File: config.mk
export PLATFORM = sky130hd
export DESIGN_NAME = ebpm_top
export DESIGN_NICKNAME = d
export VERILOG_FILES = /design/src/ebpm_pkg.sv /design/src/ebpm_sync.sv /design/src/ebpm_axil.sv /design/src/ebpm_top.sv
export SDC_FILE = /design/constraint.sdc
export NUM_CORES = 1
export LEC_CHECK = 0
export ABC_AREA = 0
export BUFFER_PORTS_ARGS = -buffer_cell sky130_fd_sc_hd__buf_2
export CORE_AREA = 8 8 163 165
export CTS_CLUSTER_SIZE = 28
export DETAILED_ROUTE_END_ITERATION = 8
export DIE_AREA = 0 0 171 173
export GPL_TIMING_DRIVEN = 0
export PLACE_DENSITY = 0.71
export SLEW_MARGIN = 15
export SYNTH_ARGS = -nofsm -noshare
export SYNTH_HDL_FRONTEND = slang
export SYNTH_HIERARCHICAL = 1
export SYNTH_SLANG_ARGS = --single-unit
File: constraint.sdc
create_clock -name clock_in -period 1.9 [get_ports clock_in]
set_input_delay 0.19 -clock clock_in [delete_from_list [all_inputs] [get_ports clock_in]]
set_output_delay 0.19 -clock clock_in [all_outputs]
set_load 0.03 [all_outputs]
File: src/ebpm_pkg.sv
// package with register map, field positions and carriers for the bus pin mux
package ebpm_pkg;
	localparam logic [31:0] EBPM_OFS_MODE   = 32'h0000_0000; // bus mode control
	localparam logic [31:0] EBPM_OFS_UPPER  = 32'h0000_0004; // upper address output control
	localparam logic [31:0] EBPM_OFS_STATUS = 32'h0000_0008; // pin function status
	localparam logic [31:0] EBPM_OFS_PERIPH = 32'h0000_000c; // peripheral route enables
	localparam int EBPM_MODE_EXT  = 0; // external bus mode
	localparam int EBPM_MODE_MUX  = 1; // 1 multiplexed, 0 non-multiplexed
	localparam int EBPM_MODE_W16  = 2; // bus width 16 bit
	localparam int EBPM_MODE_WSTB  = 3; // write_strobe_pin_enable
	localparam int EBPM_MODE_HOLD  = 4; // hold_pins_enable
	localparam int EBPM_MODE_READY = 5; // ready_pin_enable
	localparam int EBPM_MODE_CKE  = 6; // clock output enable
	localparam logic [6:0] EBPM_MODE_RST  = 7'h00;
	localparam logic [3:0] EBPM_UPPER_RST = 4'h0;
	localparam logic [7:0] EBPM_PER_RST   = 8'h00;
	localparam int EBPM_PER_PULSE = 0; // pulse outputs on upper address pins
	localparam int EBPM_PER_CMP  = 1; // compare outputs on their pins
	localparam int EBPM_PER_LOWA = 2; // 8 low pins serve analog low group
	localparam int EBPM_PER_HIGA = 3; // next 8 low pins serve analog high group
	localparam logic [1:0] EBPM_RESP_OK     = 2'b00;
	localparam logic [1:0] EBPM_RESP_SLVERR = 2'b10;

	// one pin as core side sees it: output value and enable
	typedef struct packed {
		logic o;
		logic oe;
	} ebpm_pin_t;

	// external bus strobes from the bus controller
	typedef struct packed {
		logic [23:0] addr;
		logic        ale;
		logic        rd;
		logic        wr_lo;
		logic        wr_hi;
		logic        hold_ack;
		logic        mclk;
	} ebpm_bus_t;
endpackage

File: src/ebpm_sync.sv
// two flip-flop synchroniser for a vector of pin inputs
`timescale 1ns/1ns
module ebpm_sync #(
	parameter int W = 8
) (
	input  wire logic         clock_in,
	input  wire logic         reset_in,
	input  wire logic [W-1:0] d_in,
	output logic      [W-1:0] q_out
);
	logic [W-1:0] meta_ff;
	logic [W-1:0] q_ff;

	// first stage read only by the second
	always_ff @(posedge clock_in) begin
		if (reset_in) begin
			meta_ff <= '0;
			q_ff    <= '0;
		end else begin
			meta_ff <= d_in;
			q_ff    <= meta_ff;
		end
	end
	assign q_out = q_ff;
endmodule

File: src/ebpm_axil.sv
// axi4-lite slave holding the pin mux control registers
`timescale 1ns/1ns
module ebpm_axil
	import ebpm_pkg::*;
(
	input  wire logic        clock_in,
	input  wire logic        reset_in,
	input  wire logic [31:0] awaddr_in,
	input  wire logic        awvalid_in,
	output logic             awready_out,
	input  wire logic [31:0] wdata_in,
	input  wire logic [3:0]  wstrb_in,
	input  wire logic        wvalid_in,
	output logic             wready_out,
	output logic [1:0]       bresp_out,
	output logic             bvalid_out,
	input  wire logic        bready_in,
	input  wire logic [31:0] araddr_in,
	input  wire logic        arvalid_in,
	output logic             arready_out,
	output logic [31:0]      rdata_out,
	output logic [1:0]       rresp_out,
	output logic             rvalid_out,
	input  wire logic        rready_in,
	input  wire logic [31:0] status_in,
	output logic [6:0]       mode_out,
	output logic [3:0]       upper_out,
	output logic [7:0]       periph_out
);
	logic        awrdy_ff, wrdy_ff, ardy_ff, bv_ff, rv_ff;
	logic [31:0] awa_ff, wd_ff, rd_ff;
	logic [3:0]  ws_ff;
	logic [1:0]  br_ff, rr_ff;
	logic [6:0]  mode_ff;
	logic [3:0]  upper_ff;
	logic [7:0]  per_ff;

	// write decode once address and data are both held
	wire do_wr   = !awrdy_ff && !wrdy_ff && !bv_ff;
	wire hit_m   = awa_ff[31:2] == EBPM_OFS_MODE[31:2];
	wire hit_u   = awa_ff[31:2] == EBPM_OFS_UPPER[31:2];
	wire hit_p   = awa_ff[31:2] == EBPM_OFS_PERIPH[31:2];
	wire hit_s   = awa_ff[31:2] == EBPM_OFS_STATUS[31:2];
	wire wr_ok   = hit_m || hit_u || hit_p || hit_s;
	// read decode
	wire [29:0] ra = araddr_in[31:2];
	wire [31:0] rsel =
		(ra == EBPM_OFS_MODE[31:2])   ? {25'h0, mode_ff} :
		(ra == EBPM_OFS_UPPER[31:2])  ? {28'h0, upper_ff} :
		(ra == EBPM_OFS_PERIPH[31:2]) ? {24'h0, per_ff} :
		(ra == EBPM_OFS_STATUS[31:2]) ? status_in : 32'h0;
	wire r_ok = (ra == EBPM_OFS_MODE[31:2]) || (ra == EBPM_OFS_UPPER[31:2]) ||
		(ra == EBPM_OFS_PERIPH[31:2]) || (ra == EBPM_OFS_STATUS[31:2]);
	wire rd_take = arvalid_in && ardy_ff;

	// write channel handshakes and registers
	always_ff @(posedge clock_in) begin
		if (reset_in) begin
			awrdy_ff <= 1'b1;
			wrdy_ff  <= 1'b1;
			bv_ff    <= 1'b0;
			awa_ff   <= 32'h0;
			wd_ff    <= 32'h0;
			ws_ff    <= 4'h0;
			br_ff    <= EBPM_RESP_OK;
			mode_ff  <= EBPM_MODE_RST;
			upper_ff <= EBPM_UPPER_RST;
			per_ff   <= EBPM_PER_RST;
		end else begin
			if (awvalid_in && awrdy_ff) begin
				awrdy_ff <= 1'b0;
				awa_ff   <= awaddr_in;
			end
			if (wvalid_in && wrdy_ff) begin
				wrdy_ff <= 1'b0;
				wd_ff <= wdata_in;
				ws_ff <= wstrb_in;
			end
			if (do_wr) begin
				bv_ff <= 1'b1;
				br_ff <= wr_ok ? EBPM_RESP_OK : EBPM_RESP_SLVERR;
				if (hit_m && ws_ff[0]) mode_ff  <= wd_ff[6:0];
				if (hit_u && ws_ff[0]) upper_ff <= wd_ff[3:0];
				if (hit_p && ws_ff[0]) per_ff   <= wd_ff[7:0];
			end
			if (bv_ff && bready_in) begin
				bv_ff    <= 1'b0;
				awrdy_ff <= 1'b1;
				wrdy_ff  <= 1'b1;
			end
		end
	end

	// read channel: one cycle to answer
	always_ff @(posedge clock_in) begin
		if (reset_in) begin
			rv_ff   <= 1'b0;
			ardy_ff <= 1'b1;
			rd_ff   <= 32'h0;
			rr_ff   <= EBPM_RESP_OK;
		end else if (rd_take) begin
			rv_ff   <= 1'b1;
			ardy_ff <= 1'b0;
			rd_ff <= rsel;
			rr_ff <= r_ok ? EBPM_RESP_OK : EBPM_RESP_SLVERR;
		end else if (rv_ff && rready_in) begin
			rv_ff   <= 1'b0;
			ardy_ff <= 1'b1;
		end
	end

	assign awready_out = awrdy_ff;
	assign wready_out  = wrdy_ff;
	assign bvalid_out  = bv_ff;
	assign bresp_out   = br_ff;
	assign arready_out = ardy_ff;
	assign rvalid_out  = rv_ff;
	assign rdata_out   = rd_ff;
	assign rresp_out   = rr_ff;
	assign mode_out    = mode_ff;
	assign upper_out   = upper_ff;
	assign periph_out  = per_ff;
endmodule

File: src/ebpm_top.sv
// external bus pin multiplexer: selects port, bus or peripheral role per pin
`timescale 1ns/1ns
module ebpm_top
	import ebpm_pkg::*;
(
	input  wire logic        clock_in,
	input  wire logic        reset_in,
	input  wire logic [31:0] s_awaddr_in,
	input  wire logic        s_awvalid_in,
	output logic             s_awready_out,
	input  wire logic [31:0] s_wdata_in,
	input  wire logic [3:0]  s_wstrb_in,
	input  wire logic        s_wvalid_in,
	output logic             s_wready_out,
	output logic [1:0]       s_bresp_out,
	output logic             s_bvalid_out,
	input  wire logic        s_bready_in,
	input  wire logic [31:0] s_araddr_in,
	input  wire logic        s_arvalid_in,
	output logic             s_arready_out,
	output logic [31:0]      s_rdata_out,
	output logic [1:0]       s_rresp_out,
	output logic             s_rvalid_out,
	input  wire logic        s_rready_in,
	input  wire ebpm_bus_t   bus_in,
	input  wire logic [3:0]  pulse_generator_outputs_in,
	input  wire logic [3:0]  compare_event_outputs_in,
	input  wire logic [37:0] port_o_in,
	input  wire logic [37:0] port_oe_in,
	input  wire logic [37:0] pin_in,
	output logic [37:0]      pin_out,
	output logic [37:0]      pin_oe_out,
	output logic [37:0]      port_read_out,
	output logic             bus_hold_request_out,
	output logic             ready_out,
	output logic             converter_trigger_out,
	output logic             free_timer_clock_out,
	output logic [3:0]       capture_trigger_out,
	output logic [15:0]      analog_enable_out
);
	// pin index map: 0-3 upper address, 4-19 low address, 20-27 strobes,
	// 28 shared trigger/clock, 29-32 capture, 33-36 compare, 37 spare
	localparam int PU  = 0;
	localparam int PL  = 4;
	localparam int PS  = 20;
	localparam int PT  = 28;
	localparam int PC  = 29;
	localparam int PO  = 33;
	localparam int NP  = 38;

	logic [6:0]  mode;
	logic [3:0]  upper;
	logic [7:0]  per;
	logic [NP-1:0] pin_s;
	logic [31:0] status;

	// control registers over axi4-lite
	ebpm_axil u_regs (
		.clock_in    (clock_in),
		.reset_in    (reset_in),
		.awaddr_in   (s_awaddr_in),
		.awvalid_in  (s_awvalid_in),
		.awready_out (s_awready_out),
		.wdata_in    (s_wdata_in),
		.wstrb_in    (s_wstrb_in),
		.wvalid_in   (s_wvalid_in),
		.wready_out  (s_wready_out),
		.bresp_out   (s_bresp_out),
		.bvalid_out  (s_bvalid_out),
		.bready_in   (s_bready_in),
		.araddr_in   (s_araddr_in),
		.arvalid_in  (s_arvalid_in),
		.arready_out (s_arready_out),
		.rdata_out   (s_rdata_out),
		.rresp_out   (s_rresp_out),
		.rvalid_out  (s_rvalid_out),
		.rready_in   (s_rready_in),
		.status_in   (status),
		.mode_out    (mode),
		.upper_out   (upper),
		.periph_out  (per)
	);

	// pin levels cross in through two flops
	ebpm_sync #(.W(NP)) u_sync (
		.clock_in (clock_in),
		.reset_in (reset_in),
		.d_in     (pin_in),
		.q_out    (pin_s)
	);

	// mode decode
	wire ext  = mode[EBPM_MODE_EXT];
	wire mux  = mode[EBPM_MODE_MUX];
	wire w16  = mode[EBPM_MODE_W16];
	wire wstb_en  = ext && mode[EBPM_MODE_WSTB];
	wire hold_en  = ext && mode[EBPM_MODE_HOLD];
	wire ready_en = ext && mode[EBPM_MODE_READY];
	wire cke  = ext && mode[EBPM_MODE_CKE];
	wire lowa = ext && !mux;

	logic [NP-1:0] own_sel; // pin taken by bus or peripheral
	logic [NP-1:0] own_o;
	logic [NP-1:0] own_oe;
	logic [NP-1:0] nxt_o;
	logic [NP-1:0] nxt_oe;
	logic [NP-1:0] nxt_rd;

	// per-pin role for the address and routed peripheral pins
	genvar i;
	generate
		for (i = 0; i < 4; i++) begin : g_up
			wire adr = ext && !upper[i];
			wire pulse = !adr && per[EBPM_PER_PULSE];
			assign own_sel[PU+i] = adr || pulse;
			assign own_o[PU+i]   = adr ? bus_in.addr[20+i] : pulse_generator_outputs_in[i];
			assign own_oe[PU+i]  = 1'b1;
			assign own_sel[PC+i] = 1'b0; // capture pins stay readable ports
			assign own_o[PC+i]   = 1'b0;
			assign own_oe[PC+i]  = 1'b0;
			assign own_sel[PO+i] = per[EBPM_PER_CMP];
			assign own_o[PO+i]   = compare_event_outputs_in[i];
			assign own_oe[PO+i]  = 1'b1;
		end
		for (i = 0; i < 16; i++) begin : g_lo
			wire an = (i < 8) ? per[EBPM_PER_LOWA] : per[EBPM_PER_HIGA];
			assign own_sel[PL+i] = lowa || an;
			assign own_o[PL+i]   = bus_in.addr[i];
			assign own_oe[PL+i]  = lowa;
		end
	endgenerate

	// strobe pins
	assign own_sel[PS+0] = ext;
	assign own_o[PS+0]   = bus_in.ale;
	assign own_oe[PS+0]  = 1'b1;
	assign own_sel[PS+1] = ext;
	assign own_o[PS+1]   = bus_in.rd;
	assign own_oe[PS+1]  = 1'b1;
	assign own_sel[PS+2] = wstb_en;
	assign own_o[PS+2]   = bus_in.wr_lo;
	assign own_oe[PS+2]  = 1'b1;
	assign own_sel[PS+3] = wstb_en && w16;
	assign own_o[PS+3]   = bus_in.wr_hi;
	assign own_oe[PS+3]  = 1'b1;
	assign own_sel[PS+4] = hold_en; // hold request input
	assign own_o[PS+4]   = 1'b0;
	assign own_oe[PS+4]  = 1'b0;
	assign own_sel[PS+5] = hold_en;
	assign own_o[PS+5]   = bus_in.hold_ack;
	assign own_oe[PS+5]  = 1'b1;
	assign own_sel[PS+6] = ready_en;
	assign own_o[PS+6]   = 1'b0;
	assign own_oe[PS+6]  = 1'b0;
	assign own_sel[PS+7] = cke;
	assign own_o[PS+7]   = bus_in.mclk;
	assign own_oe[PS+7]  = 1'b1;
	assign own_sel[PT]   = 1'b0; // shared input, port stays readable
	assign own_o[PT]     = 1'b0;
	assign own_oe[PT]    = 1'b0;
	assign own_sel[NP-1] = 1'b0;
	assign own_o[NP-1]   = 1'b0;
	assign own_oe[NP-1]  = 1'b0;

	// owned pins ignore the port driver and read back zero
	assign nxt_o  = (own_sel & own_o) | (~own_sel & port_o_in);
	assign nxt_oe = (own_sel & own_oe) | (~own_sel & port_oe_in);
	assign nxt_rd = ~own_sel & pin_s;

	assign status = {25'h0, ready_en, hold_en, wstb_en && w16, wstb_en, cke, ext, lowa};

	// registered pin drive and routed inputs
	always_ff @(posedge clock_in) begin
		if (reset_in) begin
			pin_out               <= '0;
			pin_oe_out            <= '0;
			port_read_out         <= '0;
			bus_hold_request_out  <= 1'b0;
			ready_out             <= 1'b1;
			converter_trigger_out <= 1'b0;
			free_timer_clock_out  <= 1'b0;
			capture_trigger_out   <= 4'h0;
			analog_enable_out     <= 16'h0;
		end else begin
			pin_out               <= nxt_o;
			pin_oe_out            <= nxt_oe;
			port_read_out         <= nxt_rd;
			bus_hold_request_out  <= hold_en && pin_s[PS+4];
			ready_out             <= ready_en ? pin_s[PS+6] : 1'b1;
			converter_trigger_out <= pin_s[PT];
			free_timer_clock_out  <= pin_s[PT];
			capture_trigger_out   <= pin_s[PC +: 4];
			analog_enable_out     <= {{8{per[EBPM_PER_HIGA]}}, {8{per[EBPM_PER_LOWA]}}};
		end
	end
endmodule

# After elaboration in Yosys (flattened, before gate mapping)
# Index checks and enable logic that the tools add are counted.
# W data, S select, Z words.
dict set report totals {
  memories 0
  ramBits 0
  mem_bits_ro 0
  latch_bits 0
  elab_cells 110
  reg_bits 307
  input_bits 259
}
dict set report classes {
  order_cmp 0
  muxes 14
  eq_ne 6
  reduce_logical 57
  n_addsub 0
  shifts 0
  bitwise_logic 9
  div_mod_pow 0
  mul 0
}
# cell count
set op_table {}
lappend op_table {{$eq A30 B2 Y1 const B} 4}
lappend op_table {{$and A38 B38 Y38} 3}
lappend op_table {{$or A37 B38 Y38} 2}
lappend op_table {{$and A37 B37 Y37} 2}
lappend op_table {{$mux W32} 2}
lappend op_table {{$eq A30 B1 Y1 const B} 2}
lappend op_table {{$logic_not A30 Y1} 2}
lappend op_table {{$not A37 Y38} 1}
lappend op_table {{$logic_and A1 B1 Y1} 25}
lappend op_table {{$logic_not A1 Y1} 12}
lappend op_table {{$logic_or A1 B1 Y1} 12}
lappend op_table {{$mux W1} 8}
lappend op_table {{$mux W8} 1}
lappend op_table {{$mux W7} 1}
lappend op_table {{$reduce_and A2 Y1} 3}
lappend op_table {{$mux W2} 2}
lappend op_table {{$reduce_or A2 Y1} 2}
lappend op_table {{$reduce_bool A2 Y1} 1}
lappend op_table {{$not A1 Y1} 1}

# Longest topological paths before layout
dict set report depth {
  depth_word 8
  depth_mapped 8
  mapped_depth_nobuf 6
}

# Hierarchy
# The synthesis kept the hierarchy.
# mod area_each_um2 cells_each n_inst
set modules_own_cells {}
lappend modules_own_cells {ebpm_top 3915.0 383 1}
lappend modules_own_cells {ebpm_axil 3858.7 402 1}
lappend modules_own_cells {ebpm_sync 2064.5 160 1}

# Least setup slack after synthesis
# Ideal clock, no wire load.
dict set report synth_path {
  kind {register to register}
  start {register u_regs.ardy_ff (netlist: u_regs/arready_out)}
  end {register u_regs.rd_ff[7] (netlist: u_regs/rdata_out[7])}
  path_stages_with_launch 5
  t_arrival_ns 1.585
  path_slack_ns 0.245
  period_less_slack_ns 1.655
  n_path_buf 0
  path_cell_list {dfxtp_1 and2_1 nand4_2 or4b_1 a21oi_1}
}
dict set report synth_via {
  elab_chain_len 1
}
# element line_no
set synth_rtl {}
lappend synth_rtl {{from (decl)} ebpm_axil.sv:30} ;# logic awrdy_ff, wrdy_ff, ardy_ff, bv_ff, rv_ff;
lappend synth_rtl {{from (signal assigned)} ebpm_axil.sv:98} ;# ardy_ff <= 1'b1;
lappend synth_rtl {{from (signal assigned)} ebpm_axil.sv:103} ;# ardy_ff <= 1'b0;
lappend synth_rtl {{from (signal assigned)} ebpm_axil.sv:108} ;# ardy_ff <= 1'b1;
lappend synth_rtl {{$logic_and A1 B1 Y1} ebpm_axil.sv:54} ;# wire rd_take = arvalid_in && ardy_ff;
lappend synth_rtl {{to (signal assigned)} ebpm_axil.sv:104} ;# rd_ff <= rsel;
lappend synth_rtl {{to (decl)} ebpm_axil.sv:31} ;# logic [31:0] awa_ff, wd_ff, rd_ff;
# No other way between the ends.
# A chain may end at the register's enable or synchronous reset.

# Worst setup path after layout
dict set report layout_path {
  start {register u_regs.mode_ff[0] (netlist: u_regs/mode_out[0])}
  end {register pin_out[27]}
}
dict set report layout_via {
  elab_chain_len 4
}
# element line_no
set layout_rtl {}
lappend layout_rtl {{from (decl)} ebpm_axil.sv:34} ;# logic [6:0] mode_ff;
lappend layout_rtl {{from (signal assigned)} ebpm_axil.sv:82} ;# if (hit_m && ws_ff[0]) mode_ff <= wd_ff[6:0];
lappend layout_rtl {{$logic_and A1 B1 Y1 (*)} ebpm_top.sv:99} ;# wire cke = ext && mode[EBPM_MODE_CKE];
lappend layout_rtl {{via cke} ebpm_top.sv:99}
lappend layout_rtl {{$not A37 Y38} ebpm_top.sv:166} ;# assign nxt_o = (own_sel & own_o) | (~own_sel & port_o_in);
lappend layout_rtl {{$and A38 B38 Y38} ebpm_top.sv:166}
lappend layout_rtl {{$or A37 B38 Y38 (*)} ebpm_top.sv:166}
lappend layout_rtl {{to (signal assigned)} ebpm_top.sv:185} ;# pin_out <= nxt_o;
lappend layout_rtl {{to (decl)} ebpm_top.sv:31} ;# output logic [37:0] pin_out,
# The timed path passes the listed nets; every way through them passes the cells marked *.

==> results.toml <==
[outcome]
outcome = "finished clean"

[drt]
drt_iter0_drc = 512
routed_wl_um = 33700
routedWlPerCell_um = 17.5
drc = 0
via_count = 8928
final_antenna_net_count = 0
drt_first_pass_iters = 5
viasPerCell = 4.63

[timing]
whs_ns = 0.0280
finalClockSkew_ns = 0.0235
tns_ns = 0
timing.final.hold_violations = 0
tightest_slew_ns = 0.762
max_slew_margin_pct = 49.2
fmax_mhz = 564
setup_viol = 0
fin_crit_ns = 1.77
min_period_over_period_pct = 93.3
rsz0062_at_grt = "no"
slew_viol_final = 0
setup_ws_ns = 0.128

[setup_path]
reg2regPathDepth = 5
rrSetupSlack_ns = 0.13
crit_arrival_ns = 2.16
startpoint_type = "flip-flop"
crit_path_start = "u_regs/mode_out[0]"
cp-endpoint = "pin_out[27]"
crit_fanout = 13
regToRegEndpoint = "pin_out[27]"
critPathCaptureType = "flip-flop"
regToRegStartpoint = "u_regs/mode_out[0]"
path_class = "reg2reg"
critPathRequiredTime_ns = 2.29

[die]
start_util_pct = 41.1
die_h_um = 173
die_x_um = 171
io-pin-count = 438
coreArea_mm2 = 0.0240
die_area_mm2 = 0.0296
rows = 57

[cts]
cts-root-buf = "clkbuf_16"
htreeDepth = 1
clock-sinks = 291
path_clk_slew_ns = 0.06
clockBufferDepth = 3
clkLatencyLatePin_ns = 0.55
cts_tree = "done"
numCtsBuffers = 29

[power]
p_per_area_mw_per_mm2 = 911
p_leak_nw = 7.07
ir_worst_vdd_uv = 664

[yosys]
ys_seq_area_share_pct = 59.2
syn_avg_cell_area_um2 = 10.4
synth-edff-count = 0
netlist_area_mm2 = 0.00984
ys_ff_latch = 291
synthArstFlopShare_pct = 0
ys.flop_type = "dfxtp_1"
synthCells = 945
yosysUniqueCellTypes = 47
ys_warn_count = 6

[worst_hold_path]
hold_class = "in2reg"

[layout]
drive_above_1_share_pct = 32.5
antennaDiodeCount = 0
fin_area_mm2 = 0.0152
num-nets-final = 1842
final_util_pct = 63.5
area_growth_pct = 54.5

[grt]
grt-ovfl-total = 0
grt_usage_pct = 21.7
grt_antenna_before_repair = 1
grt_pass1_wl_um = 51200
grt_pass1_vias = 9394
grt_max_degree = 15

[placement]
dp_slack_ns = -0.108
io_buffers = 398
placed_area_mm2 = 0.0123
gp_congestion = 0.866
hpwl_um = 23200

[run]
maxCapViolCount = 0
worst min path at each step:
stage                   start            endpoint  cells past startpoint
2_1_floorplan    s_awvalid_in  u_regs/awready_out                      1
3_3_place_gp    port_o_in[26]         pin_out[26]                      2
3_5_place_dp   port_oe_in[26]      pin_oe_out[26]                      2
4_1_cts          port_o_in[2]          pin_out[2]                      3
5_1_grt          port_o_in[2]          pin_out[2]                      3
6_report         port_o_in[2]          pin_out[2]                      3
cells by family (layout without fill, tap and decap cells):
logic type | count (synthesis) | after routing | share of synthesized area [%]
DFF | 291 | 291 | 59.2
AOI/OAI and AO/OA | 141 | 141 | 8.64
muxes | 40 | 40 | 4.58
buffers and inverters | 88 | 722 | 5.04
and+or+nand+nor | 383 | 383 | 22.5
other | 2 | 27 | 0.0763
routing by layer:
layer	vias to the layer above	part of all wire [%]	GRT usage, %
met5	-	0.030	0
met3	74	7.4	4.69
li1	4367	-	-
met2	356	51	39.8
met4	2	3.6	8.08
met1	4129	38	23.8
cell usage in the layout, fill, tap and decap left out, drive strengths merged, types with 3 or more instances in the layout:
| cell | netlist | routed |
|---|---|---|
| dlygate4sd3 | 0 | 184 |
| nor4 | 14 | 14 |
| clkinvlp | 0 | 5 |
| nand4 | 5 | 5 |
| clkinv | 0 | 5 |
| o31a | 6 | 6 |
| o21ai | 18 | 18 |
| a211oi | 4 | 4 |
| nand3 | 10 | 10 |
| nand3b | 16 | 16 |
| mux2i | 36 | 36 |
| clkbuf | 26 | 63 |
| buf | 53 | 451 |
| conb | 2 | 27 |
| nor2 | 55 | 55 |
| mux4 | 4 | 4 |
| nor3b | 5 | 5 |
| and3 | 5 | 5 |
| nor2b | 96 | 96 |
| a22o | 24 | 24 |
| and2 | 32 | 32 |
| or2b | 3 | 3 |
| a21oi | 84 | 84 |
| inv | 9 | 10 |
| nand2b | 47 | 47 |
| bufinv | 0 | 4 |
| nor3 | 5 | 5 |
| dfxtp | 291 | 291 |
| nand2 | 84 | 84 |
registers in the layout, summed over array words and instances (netlist names), 2 cells and up:
signal             count
port_read_out         38
u_sync/meta_ff        38
pin_oe_out            38
analog_enable_out      2
u_regs/mode_out        7
u_regs/rdata_out      32
pin_out               38
u_regs/wd_ff           8
u_sync/q_out          38
u_regs/periph_out      8
u_regs/awa_ff         30
u_regs/upper_out       4
Yosys cell counts, types with 3 or more instances:
master      n  share of area [%]
and3_1      5               0.32
nor4_4      4               0.86
o31a_2      5               0.51
nor3b_1     5               0.38
buf_1       7               0.27
nor4_2      3               0.38
nor2b_1    96                6.1
inv_1       8               0.31
nand2_1    84                3.2
o21ai_0     9               0.46
nor4_1      7               0.45
or2b_1      3               0.23
a21oi_1    84                4.3
nand3_1    10               0.51
dfxtp_1   291                 59
nand2b_1   47                3.0
buf_6       6               0.69
nand3b_1   16                1.2
a22o_1     24                2.1
clkbuf_1   26               0.99
a211oi_1    4               0.31
and2_1     30                1.9
o21ai_1     9               0.46
mux4_2      4               0.92
buf_2      14               0.71
mux2i_1    36                3.7
buf_4      26                2.0
nor2_1     55                2.1
worst max-delay path, stage by stage (launching register included):
cell	delay, ns
dfxtp_4	0.42
and2_0	0.13
buf_2	0.20
mux2i_1	0.23
dlygate4sd3_1	0.57
nor2_1	0.06
layout make-up:
type | instances | area [um^2]
tap | 324 | 405
buffer | 79 | 457
sequential | 291 | 5830
fill | 1838 | 8760
clock buffer | 37 | 816
clock inverter | 15 | 195
multi-input combinational | 591 | 3630
timing repair buffer | 582 | 3830
inverter | 9 | 38.8
metrics by stage:
stage,power [W],cells
2_1_floorplan,0.00719,970
5_1_grt,0.0143,1928
4_1_cts,0.0139,1928
6_report,0.0138,1928
3_3_place_gp,0.00767,1692
3_5_place_dp,0.00769,1692
repair_timing:
item,CTS,global route
setup endpoints to repair,1,16
gates cloned,0,0
hold buffers,184,0
setup buffers,0,0
gates resized for setup,1,4
endpoints found under the hold margin,158,0
power breakdown:
part | internal [W] | switching (W)
Sequential | 0.00634 | 0.0000802
Clock | 0.00357 | 0.00238
Combinational | 0.000695 | 0.000776
(Power assumes the default switching activity.)
